[src/hdl/eps_regs.svh]
`ifndef EPS_REGS_SVH
`define EPS_REGS_SVH

// register byte offsets on the apb bus
`define EPS_CTRL_OFS      8'h00
`define EPS_PERIOD_OFS    8'h04
`define EPS_DUTY_OFS      8'h08
`define EPS_DEAD_OFS      8'h0C
`define EPS_TMRCFG_OFS    8'h10
`define EPS_DIR_OFS       8'h14
`define EPS_STATUS_OFS    8'h18

// reset values
`define EPS_CTRL_RST      8'h00
`define EPS_PERIOD_RST    8'hFF
`define EPS_DUTY_RST      8'h00
`define EPS_DEAD_RST      7'h00
`define EPS_TMRCFG_RST    7'h00
`define EPS_DIR_RST       4'h0

// field positions
`define EPS_ST_TIMER_LSB  0
`define EPS_ST_LATCH_LSB  8
`define EPS_ST_RUN_BIT    18
`define EPS_ST_PINS_LSB   19
`define EPS_ST_POST_BIT   23
`define EPS_PWM_MODE      2'h3

// timing: sys_clk is the oscillator, one instruction cycle is 4 tosc
`define EPS_TOSC_NS        20
`define EPS_CLK_NS         20
`define EPS_TOSC_PER_TCY   4
`define EPS_ENH_DELAY_TOSC 4
`define EPS_ENH_DELAY_CYC  ((`EPS_ENH_DELAY_TOSC*`EPS_TOSC_NS)/`EPS_CLK_NS)

`endif

[src/hdl/eps_pkg.sv]
package eps_pkg;

    // capture/compare control word as software sees it
    typedef struct packed {
        logic [1:0] output_steering_mode; // bridge steering
        logic [1:0] duty_lsb;             // two fine duty bits
        logic [3:0] capture_compare_mode_sel; // 11xx selects pwm
    } eps_ctrl_t;

    // period timer configuration
    typedef struct packed {
        logic [3:0] post_sel;  // postscale count minus one
        logic [1:0] ps_sel;    // 00 /1, 01 /4, 1x /16
        logic       on;        // timer runs
    } eps_tb_cfg_t;

    // last prescaler count before an increment
    function automatic logic [3:0] eps_pre_limit(input logic [1:0] sel);
        eps_pre_limit = (sel == 2'h0) ? 4'h0 :
                        (sel == 2'h1) ? 4'h3 : 4'hF;
    endfunction : eps_pre_limit

endpackage : eps_pkg

[src/hdl/eps_timebase.sv]
`timescale 1ns/10ps
`default_nettype none
`include "eps_regs.svh"

module eps_timebase (
    input  wire logic               sys_clk_in,     // oscillator clock
    input  wire logic               reset_n_in,     // async reset, low
    input  wire eps_pkg::eps_tb_cfg_t cfg_in,       // timer config
    input  wire logic [7:0]         period_in,      // active period
    output logic [7:0]              timer_out,      // period timer
    output logic [1:0]              fine_out,       // sub-count bits
    output logic                    tcy_tick_out,   // instruction tick
    output logic                    boundary_out,   // period restart
    output logic                    post_evt_out    // postscaled event
);
    logic [1:0] q_reg;     // tosc phase in the instruction cycle
    logic [3:0] pre_reg;   // prescaler
    logic [7:0] tmr_reg;   // period timer
    logic [3:0] post_reg;  // postscaler
    logic       bnd_reg;   // boundary pulse
    logic       pev_reg;   // postscaler pulse

    wire [3:0] pre_lim = eps_pkg::eps_pre_limit(cfg_in.ps_sel);
    wire       tcy     = cfg_in.on && (q_reg == 2'h3);
    wire       inc     = tcy && (pre_reg == pre_lim);
    wire       match   = (tmr_reg == period_in);

    // timer counts (period+1) * 4 tosc * prescale per cycle
    always_ff @(posedge sys_clk_in or negedge reset_n_in)
    begin
        if (!reset_n_in)
        begin
            q_reg <= 2'h0;
            pre_reg <= 4'h0;
            tmr_reg <= 8'h00;
            bnd_reg <= 1'b0;
        end
        else if (!cfg_in.on)
        begin
            // stopped timer restarts cleanly from zero
            q_reg <= 2'h0;
            pre_reg <= 4'h0;
            tmr_reg <= 8'h00;
            bnd_reg <= 1'b0;
        end
        else
        begin
            q_reg <= q_reg + 2'h1;
            if (tcy)
                pre_reg <= (pre_reg == pre_lim) ? 4'h0 : pre_reg + 4'h1;
            if (inc)
                tmr_reg <= match ? 8'h00 : tmr_reg + 8'h01;
            bnd_reg <= inc && match;
        end
    end

    // postscaler only paces the update event, never the period
    always_ff @(posedge sys_clk_in or negedge reset_n_in)
    begin
        if (!reset_n_in)
        begin
            post_reg <= 4'h0;
            pev_reg <= 1'b0;
        end
        else
        begin
            pev_reg <= bnd_reg && (post_reg == cfg_in.post_sel);
            if (bnd_reg)
                post_reg <= (post_reg == cfg_in.post_sel) ? 4'h0
                                                          : post_reg + 4'h1;
        end
    end

    assign timer_out    = tmr_reg;
    assign fine_out     = (cfg_in.ps_sel == 2'h0) ? q_reg :
                          (cfg_in.ps_sel == 2'h1) ? pre_reg[1:0] : pre_reg[3:2];
    assign tcy_tick_out = tcy;
    assign boundary_out = bnd_reg;
    assign post_evt_out = pev_reg;
endmodule : eps_timebase
`default_nettype wire

[src/hdl/eps_out_stage.sv]
`timescale 1ns/10ps
`default_nettype none
`include "eps_regs.svh"

module eps_out_stage (
    input  wire logic             sys_clk_in,   // oscillator clock
    input  wire logic             reset_n_in,   // async reset, low
    input  wire logic             run_in,       // waveform running
    input  wire logic             raw_in,       // modulated level
    input  wire logic             tcy_tick_in,  // instruction tick
    input  wire eps_pkg::eps_ctrl_t ctrl_in,    // active control copy
    input  wire logic [6:0]       dead_in,      // active dead band
    output logic [3:0]            pins_out      // d,c,b,a pin levels
);
    localparam int DLY = `EPS_ENH_DELAY_CYC;

    logic [DLY-1:0] dly_reg;      // one instruction cycle of delay
    logic           prev_reg;     // delayed level last cycle
    logic [6:0]     dead_cnt_reg; // dead band remaining
    logic [3:0]     pins_reg;     // registered pin levels
    logic [3:0]     act;          // active-high pin wish

    wire pwm   = dly_reg[DLY-1];
    wire edg   = pwm ^ prev_reg;
    wire busy  = (edg && (dead_in != 7'h00)) || (dead_cnt_reg != 7'h00);
    // polarity: bit1 high makes a,c active low, bit0 does b,d
    wire ac_lo = ctrl_in.capture_compare_mode_sel[1];
    wire bd_lo = ctrl_in.capture_compare_mode_sel[0];
    wire [3:0] pol = {bd_lo, ac_lo, bd_lo, ac_lo};

    // steering per output mode, d c b a order
    always_comb
    begin
        case (ctrl_in.output_steering_mode)
            2'h0: act = {3'b000, pwm};                 // single output
            2'h1: act = {pwm, 2'b00, 1'b1};            // forward bridge
            2'h2: act = {2'b00, ~pwm & ~busy, pwm & ~busy}; // half bridge
            2'h3: act = {1'b0, 1'b1, pwm, 1'b0};       // reverse bridge
            default: act = 4'h0;
        endcase
    end

    // delay line, dead band counter and pin registers
    always_ff @(posedge sys_clk_in or negedge reset_n_in)
    begin
        if (!reset_n_in)
        begin
            dly_reg <= '0;
            prev_reg <= 1'b0;
            dead_cnt_reg <= 7'h00;
            pins_reg <= 4'h0;
        end
        else
        begin
            dly_reg <= {dly_reg[DLY-2:0], raw_in & run_in};
            prev_reg <= pwm;
            if (edg)
                dead_cnt_reg <= dead_in;
            else if (tcy_tick_in && dead_cnt_reg != 7'h00)
                dead_cnt_reg <= dead_cnt_reg - 7'h01;
            // idle pins rest at their inactive level
            pins_reg <= run_in ? (act ^ pol) : pol;
        end
    end

    assign pins_out = pins_reg;
endmodule : eps_out_stage
`default_nettype wire

[src/hdl/eps_pwm_top.sv]
// The register addresses and the APB interface to the registers are this design's own decisions.
`timescale 1ns/10ps
`default_nettype none
`include "eps_regs.svh"

module eps_pwm_top (
    input  wire logic        sys_clk_in,    // oscillator clock, 50 mhz
    input  wire logic        reset_n_in,    // async reset, active low
    input  wire logic        psel_in,       // apb select
    input  wire logic        penable_in,    // apb enable
    input  wire logic        pwrite_in,     // apb write
    input  wire logic [7:0]  paddr_in,      // apb byte address
    input  wire logic [31:0] pwdata_in,     // apb write data
    output logic [31:0]      prdata_out,    // apb read data
    output logic             pready_out,    // apb ready
    output logic             pslverr_out,   // apb error, unmapped
    output logic             pwm_out_a,     // pwm output a
    output logic             pwm_out_b,     // pwm output b
    output logic             pwm_out_c,     // pwm output c
    output logic             pwm_out_d,     // pwm output d
    output logic [3:0]       pwm_oe_out,    // pin output enables d..a
    output logic             update_evt_out // postscaled update pulse
);

    // software-visible registers
    eps_pkg::eps_ctrl_t    ctrl_reg;           // written control
    logic [7:0]            period_reg;         // written period
    logic [7:0]            duty_write_reg;     // written duty msbs
    logic [6:0]            deadband_delay_reg; // written dead band
    eps_pkg::eps_tb_cfg_t  tmr_cfg_reg;        // timer config
    logic [3:0]            pin_direction_bits_reg; // 1 drives pin
    logic                  post_flag_reg;      // sticky update flag

    // active copies used by the waveform logic
    eps_pkg::eps_ctrl_t    ctrl_act_reg;       // active control
    logic [7:0]            period_act_reg;     // active period
    logic [9:0]            duty_active_latch_reg; // compared duty
    logic [6:0]            dead_act_reg;       // active dead band

    // waveform state
    logic                  run_reg;            // waveform running
    logic                  raw_reg;            // modulated level

    // apb answer registers
    logic [31:0]           prdata_reg;         // read data
    logic                  pready_reg;         // ready
    logic                  pslverr_reg;        // error
    logic                  evt_reg;            // update pulse out

    // timebase and output stage wires
    logic [7:0]            timer_w;            // period timer value
    logic [1:0]            fine_w;             // sub-count bits
    logic                  tcy_tick_w;         // instruction tick
    logic                  boundary_w;         // period restart
    logic                  post_evt_w;         // postscaled event
    logic [3:0]            pins_w;             // pin levels d..a

    // apb decode: setup phase samples, access phase completes
    wire setup    = psel_in && !penable_in;
    wire access   = psel_in && penable_in && pready_reg;
    wire wr_acc   = access && pwrite_in && !pslverr_reg;

    wire hit_ctrl   = (paddr_in == `EPS_CTRL_OFS);
    wire hit_period = (paddr_in == `EPS_PERIOD_OFS);
    wire hit_duty   = (paddr_in == `EPS_DUTY_OFS);
    wire hit_dead   = (paddr_in == `EPS_DEAD_OFS);
    wire hit_tmr    = (paddr_in == `EPS_TMRCFG_OFS);
    wire hit_dir    = (paddr_in == `EPS_DIR_OFS);
    wire hit_stat   = (paddr_in == `EPS_STATUS_OFS);
    wire mapped     = hit_ctrl | hit_period | hit_duty | hit_dead |
                      hit_tmr | hit_dir | hit_stat;

    // pwm mode is the 11xx family of the mode select field
    wire pwm_sel_w  = (ctrl_reg.capture_compare_mode_sel[3:2]
                       == `EPS_PWM_MODE);

    // ten-bit duty that will be latched at the next boundary
    wire [9:0] duty_new = {duty_write_reg, ctrl_reg.duty_lsb};
    // timer extended with its two sub-count bits
    wire [9:0] cmp_val  = {timer_w, fine_w};
    wire       duty_hit = run_reg && (cmp_val == duty_active_latch_reg);

    // status word assembled from the block's own state
    wire [31:0] status_w = {8'h00, post_flag_reg, pins_w, run_reg,
                            duty_active_latch_reg, timer_w};

    // read mux, evaluated in the setup phase
    wire [31:0] rd_mux =
        hit_ctrl   ? {24'h0, ctrl_reg} :
        hit_period ? {24'h0, period_reg} :
        hit_duty   ? {24'h0, duty_write_reg} :
        hit_dead   ? {25'h0, deadband_delay_reg} :
        hit_tmr    ? {25'h0, tmr_cfg_reg} :
        hit_dir    ? {28'h0, pin_direction_bits_reg} :
        hit_stat   ? status_w : 32'h0;

    // write to status with a one at the flag bit clears it
    wire flag_clr = wr_acc && hit_stat && pwdata_in[`EPS_ST_POST_BIT];

    // apb answer: zero wait states, data captured during setup
    always_ff @(posedge sys_clk_in or negedge reset_n_in)
    begin
        if (!reset_n_in)
        begin
            prdata_reg <= 32'h0;
            pready_reg <= 1'b0;
            pslverr_reg <= 1'b0;
        end
        else
        begin
            pready_reg <= setup;
            pslverr_reg <= setup && !mapped;
            if (setup)
                prdata_reg <= pwrite_in ? 32'h0 : rd_mux;
        end
    end

    // software register writes
    always_ff @(posedge sys_clk_in or negedge reset_n_in)
    begin
        if (!reset_n_in)
        begin
            ctrl_reg <= `EPS_CTRL_RST;
            period_reg <= `EPS_PERIOD_RST;
            duty_write_reg <= `EPS_DUTY_RST;
            deadband_delay_reg <= `EPS_DEAD_RST;
            tmr_cfg_reg <= `EPS_TMRCFG_RST;
            pin_direction_bits_reg <= `EPS_DIR_RST;
        end
        else if (wr_acc)
        begin
            if (hit_ctrl)
                ctrl_reg <= pwdata_in[7:0];
            if (hit_period)
                period_reg <= pwdata_in[7:0];
            if (hit_duty)
                duty_write_reg <= pwdata_in[7:0];
            if (hit_dead)
                deadband_delay_reg <= pwdata_in[6:0];
            if (hit_tmr)
                tmr_cfg_reg <= pwdata_in[6:0];
            // the block never turns pins around on its own
            if (hit_dir)
                pin_direction_bits_reg <= pwdata_in[3:0];
        end
    end

    // sticky update flag: a new event beats a same-cycle clear
    always_ff @(posedge sys_clk_in or negedge reset_n_in)
    begin
        if (!reset_n_in)
            post_flag_reg <= 1'b0;
        else if (post_evt_w)
            post_flag_reg <= 1'b1;
        else if (flag_clr)
            post_flag_reg <= 1'b0;
    end

    // double buffers: while the timer runs, active copies move only at the period boundary,
    // so a write mid-period cannot glitch a pin
    always_ff @(posedge sys_clk_in or negedge reset_n_in)
    begin
        if (!reset_n_in)
        begin
            ctrl_act_reg <= `EPS_CTRL_RST;
            period_act_reg <= `EPS_PERIOD_RST;
            duty_active_latch_reg <= 10'h000;
        end
        else if (boundary_w || !tmr_cfg_reg.on)
        begin
            // a stopped timer has no boundary, so copies follow freely
            ctrl_act_reg <= ctrl_reg;
            period_act_reg <= period_reg;
            duty_active_latch_reg <= duty_new;
        end
    end

    // dead band takes whichever boundary comes first
    always_ff @(posedge sys_clk_in or negedge reset_n_in)
    begin
        if (!reset_n_in)
            dead_act_reg <= `EPS_DEAD_RST;
        else if (boundary_w || duty_hit || !tmr_cfg_reg.on)
            dead_act_reg <= deadband_delay_reg;
    end

    // run starts only at a timer reset, stops at once on disable
    always_ff @(posedge sys_clk_in or negedge reset_n_in)
    begin
        if (!reset_n_in)
            run_reg <= 1'b0;
        else if (!pwm_sel_w || !tmr_cfg_reg.on)
            run_reg <= 1'b0;
        else if (boundary_w)
            run_reg <= 1'b1;
    end

    // modulated level: set at period start, cleared at duty match
    always_ff @(posedge sys_clk_in or negedge reset_n_in)
    begin
        if (!reset_n_in)
            raw_reg <= 1'b0;
        else if (!pwm_sel_w || !tmr_cfg_reg.on)
            raw_reg <= 1'b0;
        else if (boundary_w)
            // zero duty keeps the output deasserted all period
            raw_reg <= (duty_new != 10'h000);
        else if (duty_hit)
            raw_reg <= 1'b0;
    end

    // update pulse straight from a flop
    always_ff @(posedge sys_clk_in or negedge reset_n_in)
    begin
        if (!reset_n_in)
            evt_reg <= 1'b0;
        else
            evt_reg <= post_evt_w;
    end

    // period timer with prescaler and postscaler
    eps_timebase u_timebase (
        .sys_clk_in   (sys_clk_in),
        .reset_n_in   (reset_n_in),
        .cfg_in       (tmr_cfg_reg),
        .period_in    (period_act_reg),
        .timer_out    (timer_w),
        .fine_out     (fine_w),
        .tcy_tick_out (tcy_tick_w),
        .boundary_out (boundary_w),
        .post_evt_out (post_evt_w)
    );

    // steering, polarity, dead band and one instruction cycle offset
    eps_out_stage u_out_stage (
        .sys_clk_in  (sys_clk_in),
        .reset_n_in  (reset_n_in),
        .run_in      (run_reg),
        .raw_in      (raw_reg),
        .tcy_tick_in (tcy_tick_w),
        .ctrl_in     (ctrl_act_reg),
        .dead_in     (dead_act_reg),
        .pins_out    (pins_w)
    );

    // outputs, each from a flop
    assign prdata_out     = prdata_reg;
    assign pready_out     = pready_reg;
    assign pslverr_out    = pslverr_reg;
    assign pwm_out_a      = pins_w[0];
    assign pwm_out_b      = pins_w[1];
    assign pwm_out_c      = pins_w[2];
    assign pwm_out_d      = pins_w[3];
    assign pwm_oe_out     = pin_direction_bits_reg;
    assign update_evt_out = evt_reg;

endmodule : eps_pwm_top
`default_nettype wire

[config.mk]
export PLATFORM = sky130hd
export DESIGN_NAME = eps_pwm_top
export DESIGN_NICKNAME = d
export VERILOG_FILES = /design/src/hdl/eps_pkg.sv /design/src/hdl/eps_timebase.sv /design/src/hdl/eps_out_stage.sv /design/src/hdl/eps_pwm_top.sv
export VERILOG_INCLUDE_DIRS = /design/src /design/src/hdl
export SDC_FILE = /design/constraint.sdc
export NUM_CORES = 1
export LEC_CHECK = 0
export BUFFER_PORTS_ARGS = -buffer_cell sky130_fd_sc_hd__buf_2
export CAP_MARGIN = 20
export CORE_MARGIN = 8
export CORE_UTILIZATION = 50
export DETAILED_ROUTE_END_ITERATION = 8
export HOLD_SLACK_MARGIN = 0.1
export PLACE_DENSITY = 0.68
export SLEW_MARGIN = 0
export SYNTH_ARGS = -nofsm -noshare
export SYNTH_HDL_FRONTEND = slang
export SYNTH_HIERARCHICAL = 1
export SYNTH_SLANG_ARGS = --single-unit
[constraint.sdc]
create_clock -name sys_clk_in -period 2.55 [get_ports sys_clk_in]
set_input_delay 0.255 -clock sys_clk_in [delete_from_list [all_inputs] [get_ports sys_clk_in]]
set_output_delay 0.255 -clock sys_clk_in [all_outputs]
set_load 0.02 [all_outputs]
* Yosys cells after proc, flatten, opt, wreduce, memory -nomap -nowiden
Cells that the tools add are included.
** Operators by class
- Add/sub/neg operators :: 5
- Bitwise gates (word level) :: 13
- Multiplexer cells :: 32
- Reduce and logical (&&, ||, !) cells :: 41
- Eq/ne operators :: 18
** Operator list (count)
- $mux 24 :: 8
- $mux 4 :: 7
- $eq 8x5->1 const B :: 3
- $mux 8 :: 3
- $eq 8x4->1 const B :: 2
- $pmux 4 s4 :: 1
- $logic_and 1x1->1 :: 15
- $mux 7 :: 2
- $reduce_bool 7->1 :: 2
- $reduce_and 2->1 :: 6
- $eq 10x10->1 :: 1
- $reduce_bool 10->1 :: 1
- $add 4x1->4 const B :: 2
- $add 8x1->8 const B :: 1
- $eq 2x2->1 const B :: 4
- $eq 4x4->1 :: 2
- $eq 8x3->1 const B :: 1
- $eq 8x8->1 :: 1
- $logic_not 8->1 :: 1
- $mux 1 :: 8
- $sub 7x1->7 const B :: 1
- $mux 2 :: 3
- $or 1x1->1 :: 6
- $reduce_bool 2->1 :: 3
- 11 further kinds :: 25
** Word-level totals
- Output and inout port bits :: 43
- Register bits :: 145
- Input bits :: 45
- Word-level logic and storage cells :: 141

* Depth between registers and ports, before layout
Gate-level depths: netlist of run 1.
- Word-level depth :: 9
- Mapped depth :: 8
- Depth with buffers taken out :: 7

* Hierarchy
The synthesis of run 1 kept the hierarchy.
** Modules (own cells, without submodules)
- eps_pwm_top :: cells each 373, instances 1, area an instance 4713.3 um2, sequential area each 2597.5 um2
- eps_timebase :: cells each 123, instances 1, area an instance 1248.7 um2, sequential area each 500.5 um2
- eps_out_stage :: cells each 89, instances 1, area an instance 844.6 um2, sequential area each 400.4 um2

* Worst setup path before layout of run 1
No wires, ideal clock.
- Path type :: register to register
- Start point :: register tmr_cfg_reg[1] in the netlist's numbering
- End point :: register dead_act_reg[0]
- Path buffers :: 0
- Cell stages (with the launch flop) :: 7
- Required time :: 2.425 ns
- Setup slack :: 0.372 ns
- Library setup time :: 0.125 ns
- Clock period less this slack :: 2.178 ns
- Arrival :: 2.053 ns
- Path through :: dfrtp_1 -> mux2i_1 -> o21ai_0 -> xnor2_1 -> nand4_1 -> o31ai_1 -> mux2_2
** On the way
- Longest elaborated chain between the ends :: 7
- Elaborated cells on any way between the ends :: 8
- Those cells by class :: eq/ne: 2; mux: 2; reduce/logical: 4
** RTL lines
- start, declared :: line eps_pwm_top.sv:30 : eps_pkg::eps_tb_cfg_t tmr_cfg_reg;
- start signal, assigned :: line eps_pwm_top.sv:127 : tmr_cfg_reg <= `EPS_TMRCFG_RST;
- start signal, assigned :: line eps_pwm_top.sv:141 : tmr_cfg_reg <= pwdata_in[6:0];
- $eq 2x1->1 :: line eps_timebase.sv:76 : (cfg_in.ps_sel == 2'h1) ? pre_reg[1:0] : pre_reg[3:2];
- $mux 2 :: line eps_timebase.sv:76
- $mux 2 (*) :: line eps_timebase.sv:75 : assign fine_out = (cfg_in.ps_sel == 2'h0) ? q_reg :
- named net fine_w[1] :: line eps_pwm_top.sv:52 : logic [1:0] fine_w;
- $eq 10x10->1 (*) :: line eps_pwm_top.sv:81 : wire duty_hit = run_reg && (cmp_val == duty_active_latch_reg);
- $logic_and 1x1->1 (*) :: line eps_pwm_top.sv:81
- $logic_or 1x1->1 (*) (2 in a row) :: line eps_pwm_top.sv:183 : else if (boundary_w || duty_hit || !tmr_cfg_reg.on)
- end signal, assigned :: line eps_pwm_top.sv:182 : dead_act_reg <= `EPS_DEAD_RST;
- end signal, assigned :: line eps_pwm_top.sv:184 : dead_act_reg <= deadband_delay_reg;
- end, declared :: line eps_pwm_top.sv:38 : logic [6:0] dead_act_reg;
The timed path passes the listed nets; every way through them passes the cells marked *.
A chain may end at the register's enable or synchronous reset.

* Worst setup path after layout of run 1
- Start point :: register tmr_cfg_reg[1] in the netlist's numbering
- End point :: register dead_act_reg[5]
The elaborated chain is that of the path after synthesis.

==> results.toml, run 1 <==
[outcome]
status = "completed"

[global_route]
grt_antenna_before_repair = 0
grt_usage_pct = 19.6
grt_pass1_vias = 5017
grt_max_degree = 73
overflow = 0
grt_pass1_wl_um = 26900

[worst_setup_path]
cp_slowest_cell = "dfrtp_1"
worst-r2r-setup-slack_ns = 0.32
crit_fanout = 7
cp.required_ns = 2.86
start_kind = "flop"
critical_path.cell_chain = "mux2i_1, o21ai_0, xnor2_1, nand4_1, o31ai_1, buf_4, mux2_2"
worstRegToRegCells = 7
reg2reg_to = "dead_act_reg[5]"
r2r-start = "tmr_cfg_reg[1]"
critPathTopFamily = "compound AO/OA/AOI/OAI gates"
end_kind = "flop"
worstSetupPathType = "flop to flop"
worst-path-buf-inv = 1
cp_slowest_stage_delay_ns = 0.45
crit_arrival_ns = 2.54

[routing]
final_antenna_net_count = 0
routed_wl_um = 16600
via_count = 4971
drt-initial-drc-count = 432
routedWlPerCell_um = 19.7
dr.pass1.iters = 7
drc = 0
vias_per_cell = 5.92

[final_layout]
nFillCells = 1096
syn_to_final_growth_pct = 16.6
diodes = 0
nets = 702
largest_reg_flops = 24
drive_gt1_share_pct = 30.8

[cts]
root_buffer = "clkbuf_16"
insertion_delay_ns = 0.43
cts_resized = 0
ctsHoldBuffers = 1
clkTransAtPathRegs_ns = 0.06
cts_tree = "yes"
numCtsBuffers = 17
htreeDepth = 4
post_cts_buffers = 0
clk_path_buf_depth = 2
clock-sinks = 137

[floorplan]
die_w_um = 132
start_util_pct = 51.1
dieArea_um2 = 17400
io_pins = 88
die_h_um = 132
rows = 42
core_um2 = 13200

[timing]
fmax_ghz = 0.448
worstMarginPinSlew_ns = 0.693
min_period_over_period_pct = 87.4
final.min_clock_period_ns = 2.23
tns_ns = 0
drv_slew = 0
hold_violations = 0
setup_slack_ns = 0.320
rsz0062_at_grt = "no"
setup-violations-final = 0
relSlewSlack_pct = 53.4
skew_ns = 0.00711

[min_path]
whs_path_depth = 2
hold_path_class = "input port to flop"
min-delay-start = "pwdata_in[7]"
min_to = "duty_write_reg[7]"

[power]
p_leak_nw = 3.76
power.density_nw_per_um2 = 619
vdd_ir_drop_max_mv = 0.460

[yosys]
syn_area_um2 = 6730
syn_inst = 581
yosysWarnings = 6
postSynthAreaPerCell_um2 = 11.6

[placed_design]
pre_cts_ws_ns = 0.268
dp_hpwl_um = 11900
routabilityCongestion = 0.928
io_buffers = 56

[job]
drv_cap = 0
metal layers:
| metal | wire length, um | global-route usage, % |
|---|---|---|
| met1 | 7540 | 26.2 |
| met2 | 7350 | 28.2 |
| met3 | 1260 | 6.59 |
| met4 | 420 | 9.00 |
| met5 | 0 | 0 |
worst max-delay path by stage:
stage	slack, ns	cells after the start	end	from
final	0.32	7	dead_act_reg[5]	tmr_cfg_reg[1]
after global routing	0.09	7	dead_act_reg[2]	tmr_cfg_reg[1]
after CTS	0.29	7	dead_act_reg[2]	tmr_cfg_reg[1]
after detailed placement	0.27	5	duty_write_reg[3]	paddr_in[4]
after global placement	0.30	5	ctrl_reg[5]	paddr_in[5]
after floorplan	0.37	6	dead_act_reg[0]	tmr_cfg_reg[1]
stage by stage:
stage | hold slack (ns) | utilization, % | instance area (um^2) | std cells | power, mW
floorplan | -0.0406 | - | 6760 | 588 | 2.31
global placement | 0.314 | 54.9 | 7240 | 807 | 2.41
detailed placement | 0.313 | 54.9 | 7240 | 807 | 2.41
CTS | 0.119 | 59.5 | 7850 | 839 | 4.91
global route | 0.130 | 59.5 | 7850 | 839 | 5.01
finish | 0.139 | 59.5 | 7850 | 839 | 4.86
layout make-up:
| class | count | area (um^2) | share of cell area (%) |
|---|---|---|---|
| Multi-Input combinational cell | 407 | 3100 | 39.5 |
| Clock inverter | 8 | 119 | 1.51 |
| Sequential cell | 137 | 3450 | 43.9 |
| Inverter | 12 | 45.0 | 0.574 |
| Clock buffer | 23 | 478 | 6.09 |
| Timing Repair Buffer | 76 | 439 | 5.60 |
| Tap cell | 176 | 220 | 2.81 |
layout by cell type (no fill, tap or decap), types with 8 or more instances in the layout:
cell type and count:
a21oi_1 17, a22o_1 16, and3_1 10, buf_2 55, buf_4 19, clkbuf_16 17, conb_1 8, dfrtp_1 121
dfstp_2 16, inv_1 12, mux2_2 62, mux2_4 8, mux2i_1 10, nand2_1 32, nand2b_1 14, nand3_1 15
nand4_1 10, nor2_1 17, nor2b_1 14, nor3_1 12, o21ai_0 23, o31ai_1 9, xnor2_1 26
power by group:
group	internal (mW)	leakage, nW	switching, mW
sequential	2.18	1.85	0.00541
clock	1.60	0.297	0.882
combinational	0.0483	1.61	0.137
No activity file was read; power rests on OpenSTA's default activity.
==> inputs of run 2 (changes only) <==
- ABC_AREA: unset -> 1
- PLACE_DENSITY: 0.68 -> 0.67
==> run 2 against run 1 <==
Against the previous run:
- register-to-register slack better by 0.19 ns
- clock skew is 0.0037 ns higher
- via count increased by 13%
- setup slack improved by 0.19 ns
- combinational power fell by 4%
- clock power rose by 7%
- critical path depth up 4
- synthesized cell count grew 39%
- first-iteration DRC count is 17% higher
==> results.toml, run 2 <==
[outcome]
status = "completed"

[timing]
skew_ns = 0.0108
relSlewSlack_pct = 55.7
drv_slew = 0
setup_slack_ns = 0.511
final.min_clock_period_ns = 2.04
setup-violations-final = 0
hold_violations = 0
fmax_ghz = 0.490
rsz0062_at_grt = "no"
worstMarginPinSlew_ns = 0.664
min_period_over_period_pct = 80.0
tns_ns = 0

[placed_design]
routabilityCongestion = 0.917
pre_cts_ws_ns = 0.687
dp_cells = 1030
dp_hpwl_um = 12900
io_buffers = 56

[final_layout]
post-route-util_pct = 58.7
nFillCells = 1214
syn_to_final_growth_pct = 14.9
largest_reg_flops = 24
stdcell_count = 1063
drive_gt1_share_pct = 24.8
final_common_cell = "nand2_1"
final_cell_mix = "nand2_1, dfrtp_1, inv_1"
nets = 921
diodes = 0

[cts]
numCtsBuffers = 17
root_buffer = "clkbuf_16"
clk_path_buf_depth = 2
clock-sinks = 137
ctsHoldBuffers = 1
cts_resized = 0
cts_tree = "yes"
clkTransAtPathRegs_ns = 0.06
insertion_delay_ns = 0.42
post_cts_buffers = 0
htreeDepth = 4

[worst_setup_path]
cpMostUsedCell = "nand2_1"
cp.required_ns = 2.91
critical_path.cell_chain = "nor2_2, nand2_1, o211ai_1, o21ai_0, nor2_1, nand3_1, nor2_1, nand2_2, nand2_1, nand2_1, nand2_1"
cp_slowest_cell = "dfrtp_1"
worst-path-buf-inv = 0
cp_slowest_stage_delay_ns = 0.48
worstSetupPathType = "flop to flop"
crit_fanout = 9
critPathTopFamily = "simple AND/OR/NAND/NOR gates"
start_kind = "flop"
end_kind = "flop"
crit_arrival_ns = 2.40

[floorplan]
start_util_pct = 51.1
die_w_um = 135
io_pins = 88
die_h_um = 135
rows = 43
dieArea_um2 = 18200
core_um2 = 13800

[routing]
routedWlPerCell_um = 16.6
dr.pass1.iters = 5
drc = 0
via_count = 5600
final_antenna_net_count = 0
routed_wl_um = 17600
drt-initial-drc-count = 505
vias_per_cell = 5.27

[yosys]
syn_area_um2 = 7060
postSynthAreaPerCell_um2 = 8.75
syn_inst = 807
yosysWarnings = 6

[job]
drv_cap = 0

[global_route]
grt_pass1_vias = 5626
grt_max_degree = 68
grt_antenna_before_repair = 0
grt_pass1_wl_um = 29000
overflow = 0
grt_usage_pct = 20.4

[min_path]
hold_path_class = "input port to flop"

[power]
power.density_nw_per_um2 = 620
p_leak_nw = 4.17
vdd_ir_drop_max_mv = 0.407
==> run 2: cell count changes in the layout (fill, tap and decap cells not counted), sizes merged, moves of 10 or more <==
cell,change
nor2b,-15
nand3,+41
mux2i,-10
mux2,-70
o21ai,+64
xnor2,-13
nor2,+26
buf,-14
nand2b,-15
nand2,+240
a22o,-15
and3,-10
inv,+76
==> run 2: final cells by class <==
| type | instances | area, um^2 | share of cell area, % |
|---|---|---|---|
| clock buffer | 21 | 480 | 5.92 |
| clock inverter | 11 | 168 | 2.07 |
| inverter | 91 | 362 | 4.46 |
| multi-input combinational | 561 | 3080 | 38.0 |
| sequential | 137 | 3450 | 42.5 |
| tap | 180 | 225 | 2.78 |
| timing repair buffer | 62 | 347 | 4.27 |
==> run 2: final timing paths <==
check                                       startpoint                     end  slack (ns)  cells after the start
worst max-delay path                    tmr_cfg_reg[1]         dead_act_reg[2]        0.51                     11
worst min-delay path                      pwdata_in[7]           period_reg[7]        0.11                      3
worst max register to register          tmr_cfg_reg[1]         dead_act_reg[2]        0.51                     11
worst min register to register  u_out_stage/dly_reg[1]  u_out_stage/dly_reg[2]        0.35                      0
max in group asynchronous                   reset_n_in       period_act_reg[4]        1.49                      3
min in group asynchronous                   reset_n_in       duty_write_reg[2]        0.33                      2
==> run 2: stage by stage <==
stage	instance area (um^2)	hold WS [ns]	power (mW)
floorplan	7090	-0.0406	2.32
global placement	7450	0.206	2.40
detailed placement	7450	0.213	2.41
CTS	8110	0.111	5.07
global route	8110	0.125	5.16
finish	8110	0.115	5.03
==> run 2: routing by layer <==
| layer | wire length (um) | global-route usage [%] | part of all wire [%] |
|---|---|---|---|
| met5 | 0 | 0 | 0 |
| met4 | 305 | 7.74 | 1.7 |
| met3 | 1350 | 4.61 | 7.7 |
| met2 | 8340 | 32.5 | 47 |
| met1 | 7640 | 26.6 | 43 |
==> run 2: report_power, final <==
group | total (mW) | switching, mW | internal [mW]
sequential | 2.19 | 0.00518 | 2.18
combinational | 0.177 | 0.138 | 0.0391
clock | 2.66 | 0.927 | 1.74
==> run 2: worst register-to-register path: cells and delay by family, from the launching register on <==
kind / cells / cell delay (ns)
and+or+nand+nor: 9 / 1.20
DFF: 1 / 0.48
AOI/OAI and AO/OA: 2 / 0.29
==> inputs of run 3 (changes only) <==
- clock period: 2.55 -> 1.95 ns (I/O delays scaled with it)
==> run 3 against run 2 <==
Against the previous run:
- final cell count up 0.56%
- sequential power up 31%
- wire length up 2.4%
- clock skew down 0.0024 ns
- global-route usage up 0.22 points
- first-iteration DRC count down 0.20%
- clock-buffer cell count down 1
- critical path type unchanged
- critical endpoint is now dead_act_reg[1]
- largest power group unchanged
==> results.toml, run 3 (synthesized netlist as in run 2, its figures left out) <==
[outcome]
status = "completed"

[final_layout]
nets = 927
final_design_area_no_fill_um2 = 8220
final_common_cell = "nand2_1"
syn_to_final_growth_pct = 16.4
post-route-util_pct = 59.4
largest_reg_flops = 24
final_cell_mix = "nand2_1, dfrtp_1, inv_1"
diodes = 0
drive_gt1_share_pct = 25.3

[timing]
worstMarginPinSlew_ns = 0.707
min_period_over_period_pct = 90.7
fmax_ghz = 0.565
drv_slew = 0
skew_ns = 0.00840
setup-violations-final = 0
final.min_clock_period_ns = 1.77
relSlewSlack_pct = 52.8
hold_violations = 0
rsz0062_at_grt = "no"
setup_slack_ns = 0.181
tns_ns = 0

[worst_setup_path]
cp.required_ns = 2.31
cpMostUsedCell = "nand2_1"
worst-path-buf-inv = 0
end_kind = "flop"
critPathTopFamily = "simple AND/OR/NAND/NOR gates"
start_kind = "flop"
crit_arrival_ns = 2.13
critical_path.cell_chain = "nor2_2, nand2_1, o211ai_1, o21ai_0, nor2_1, nand3_1, nor2_1, nand2_2, nand2_4, nand2_1, nand2_1"
cp_slowest_cell = "dfrtp_1"
worstSetupPathType = "flop to flop"
crit_fanout = 9
worst-r2r-setup-slack_ns = 0.18
reg2reg_to = "dead_act_reg[1]"
worstRegToRegCells = 11
cp_slowest_stage_delay_ns = 0.45
r2r-start = "tmr_cfg_reg[1]"

[routing]
drc = 0
via_count = 5649
routedWlPerCell_um = 16.9
final_antenna_net_count = 0
vias_per_cell = 5.28
dr.pass1.iters = 5
routed_wl_um = 18100
drt-initial-drc-count = 504

[cts]
numCtsBuffers = 17
cts_tree = "yes"
insertion_delay_ns = 0.42
root_buffer = "clkbuf_16"
htreeDepth = 4
post_cts_buffers = 0
clock-sinks = 137
clkTransAtPathRegs_ns = 0.06
clk_path_buf_depth = 2

[floorplan]
rows = 43
die_w_um = 135
core_um2 = 13800
dieArea_um2 = 18200
io_pins = 88
die_h_um = 135
start_util_pct = 51.1

[power]
vdd_ir_drop_max_mv = 0.543
p_leak_nw = 4.22
power.density_nw_per_um2 = 812

[min_path]
min_to = "pslverr_out"
hold_path_class = "input port to flop"
min-delay-start = "psel_in"
whs_path_depth = 3

[job]
drv_cap = 0

[global_route]
grt_pass1_vias = 5559
grt_usage_pct = 20.7
grt_pass1_wl_um = 29200
overflow = 0
grt_max_degree = 62
grt_antenna_before_repair = 0

[placed_design]
io_buffers = 56
place_area_um2 = 7530
dp_hpwl_um = 13300
pre_cts_ws_ns = 0.117
routabilityCongestion = 0.920
run 3: cell type report:
cell class / count / area [um^2]
inverter: 91 / 362
tap: 180 / 225
multi-input combinational: 561 / 3090
sequential: 137 / 3450
clock inverter: 12 / 195
timing repair buffer: 68 / 432
fill: 1200 / 5610
clock buffer: 20 / 467
run 3: worst max path at each step:
stage | from | end | slack, ns | depth (start not counted)
final | tmr_cfg_reg[1] | dead_act_reg[1] | 0.18 | 11
after global routing | tmr_cfg_reg[1] | dead_act_reg[1] | 0.04 | 11
after CTS | tmr_cfg_reg[1] | dead_act_reg[1] | 0.1 | 11
after detailed placement | tmr_cfg_reg[1] | dead_act_reg[1] | 0.12 | 11
after global placement | tmr_cfg_reg[1] | dead_act_reg[6] | 0.22 | 11
after floorplan | tmr_cfg_reg[1] | dead_act_reg[0] | 0.42 | 11
run 3: where the power goes:
group | internal (mW) | switching (mW)
combinational | 0.0635 | 0.183
clock | 2.36 | 1.21
sequential | 2.86 | 0.00698
total | 5.28 | 1.40
run 3: routing by layer:
layer,global-route usage [%],up-vias,wire length [um]
li1,-,2724,-
met1,27.6,2706,8160
met5,0,-,0
met3,4.72,27,1170
met4,7.05,0,336
met2,32.4,192,8390
run 3: per-stage QoR:
stage	hold WS, ns	cells	power [mW]
after global placement	0.222	1035	3.15
after detailed placement	0.228	1035	3.16
after CTS	0.108	1069	6.73
after floorplan	-0.101	814	3.03
after global routing	0.142	1069	6.86
final	0.114	1069	6.68
run 3: tightest hold or removal path, delay by kind of cell:
family / cells / cell delay (ns)
AND/OR/NAND/NOR: 2 / 0.19
buffers and inverters: 1 / 0.10
run 3: timing repair:
action,in CTS,in global routing
setup endpoints to repair,0,7
hold buffers,2,0
resized for setup,0,2
endpoints found under the hold margin,49,0
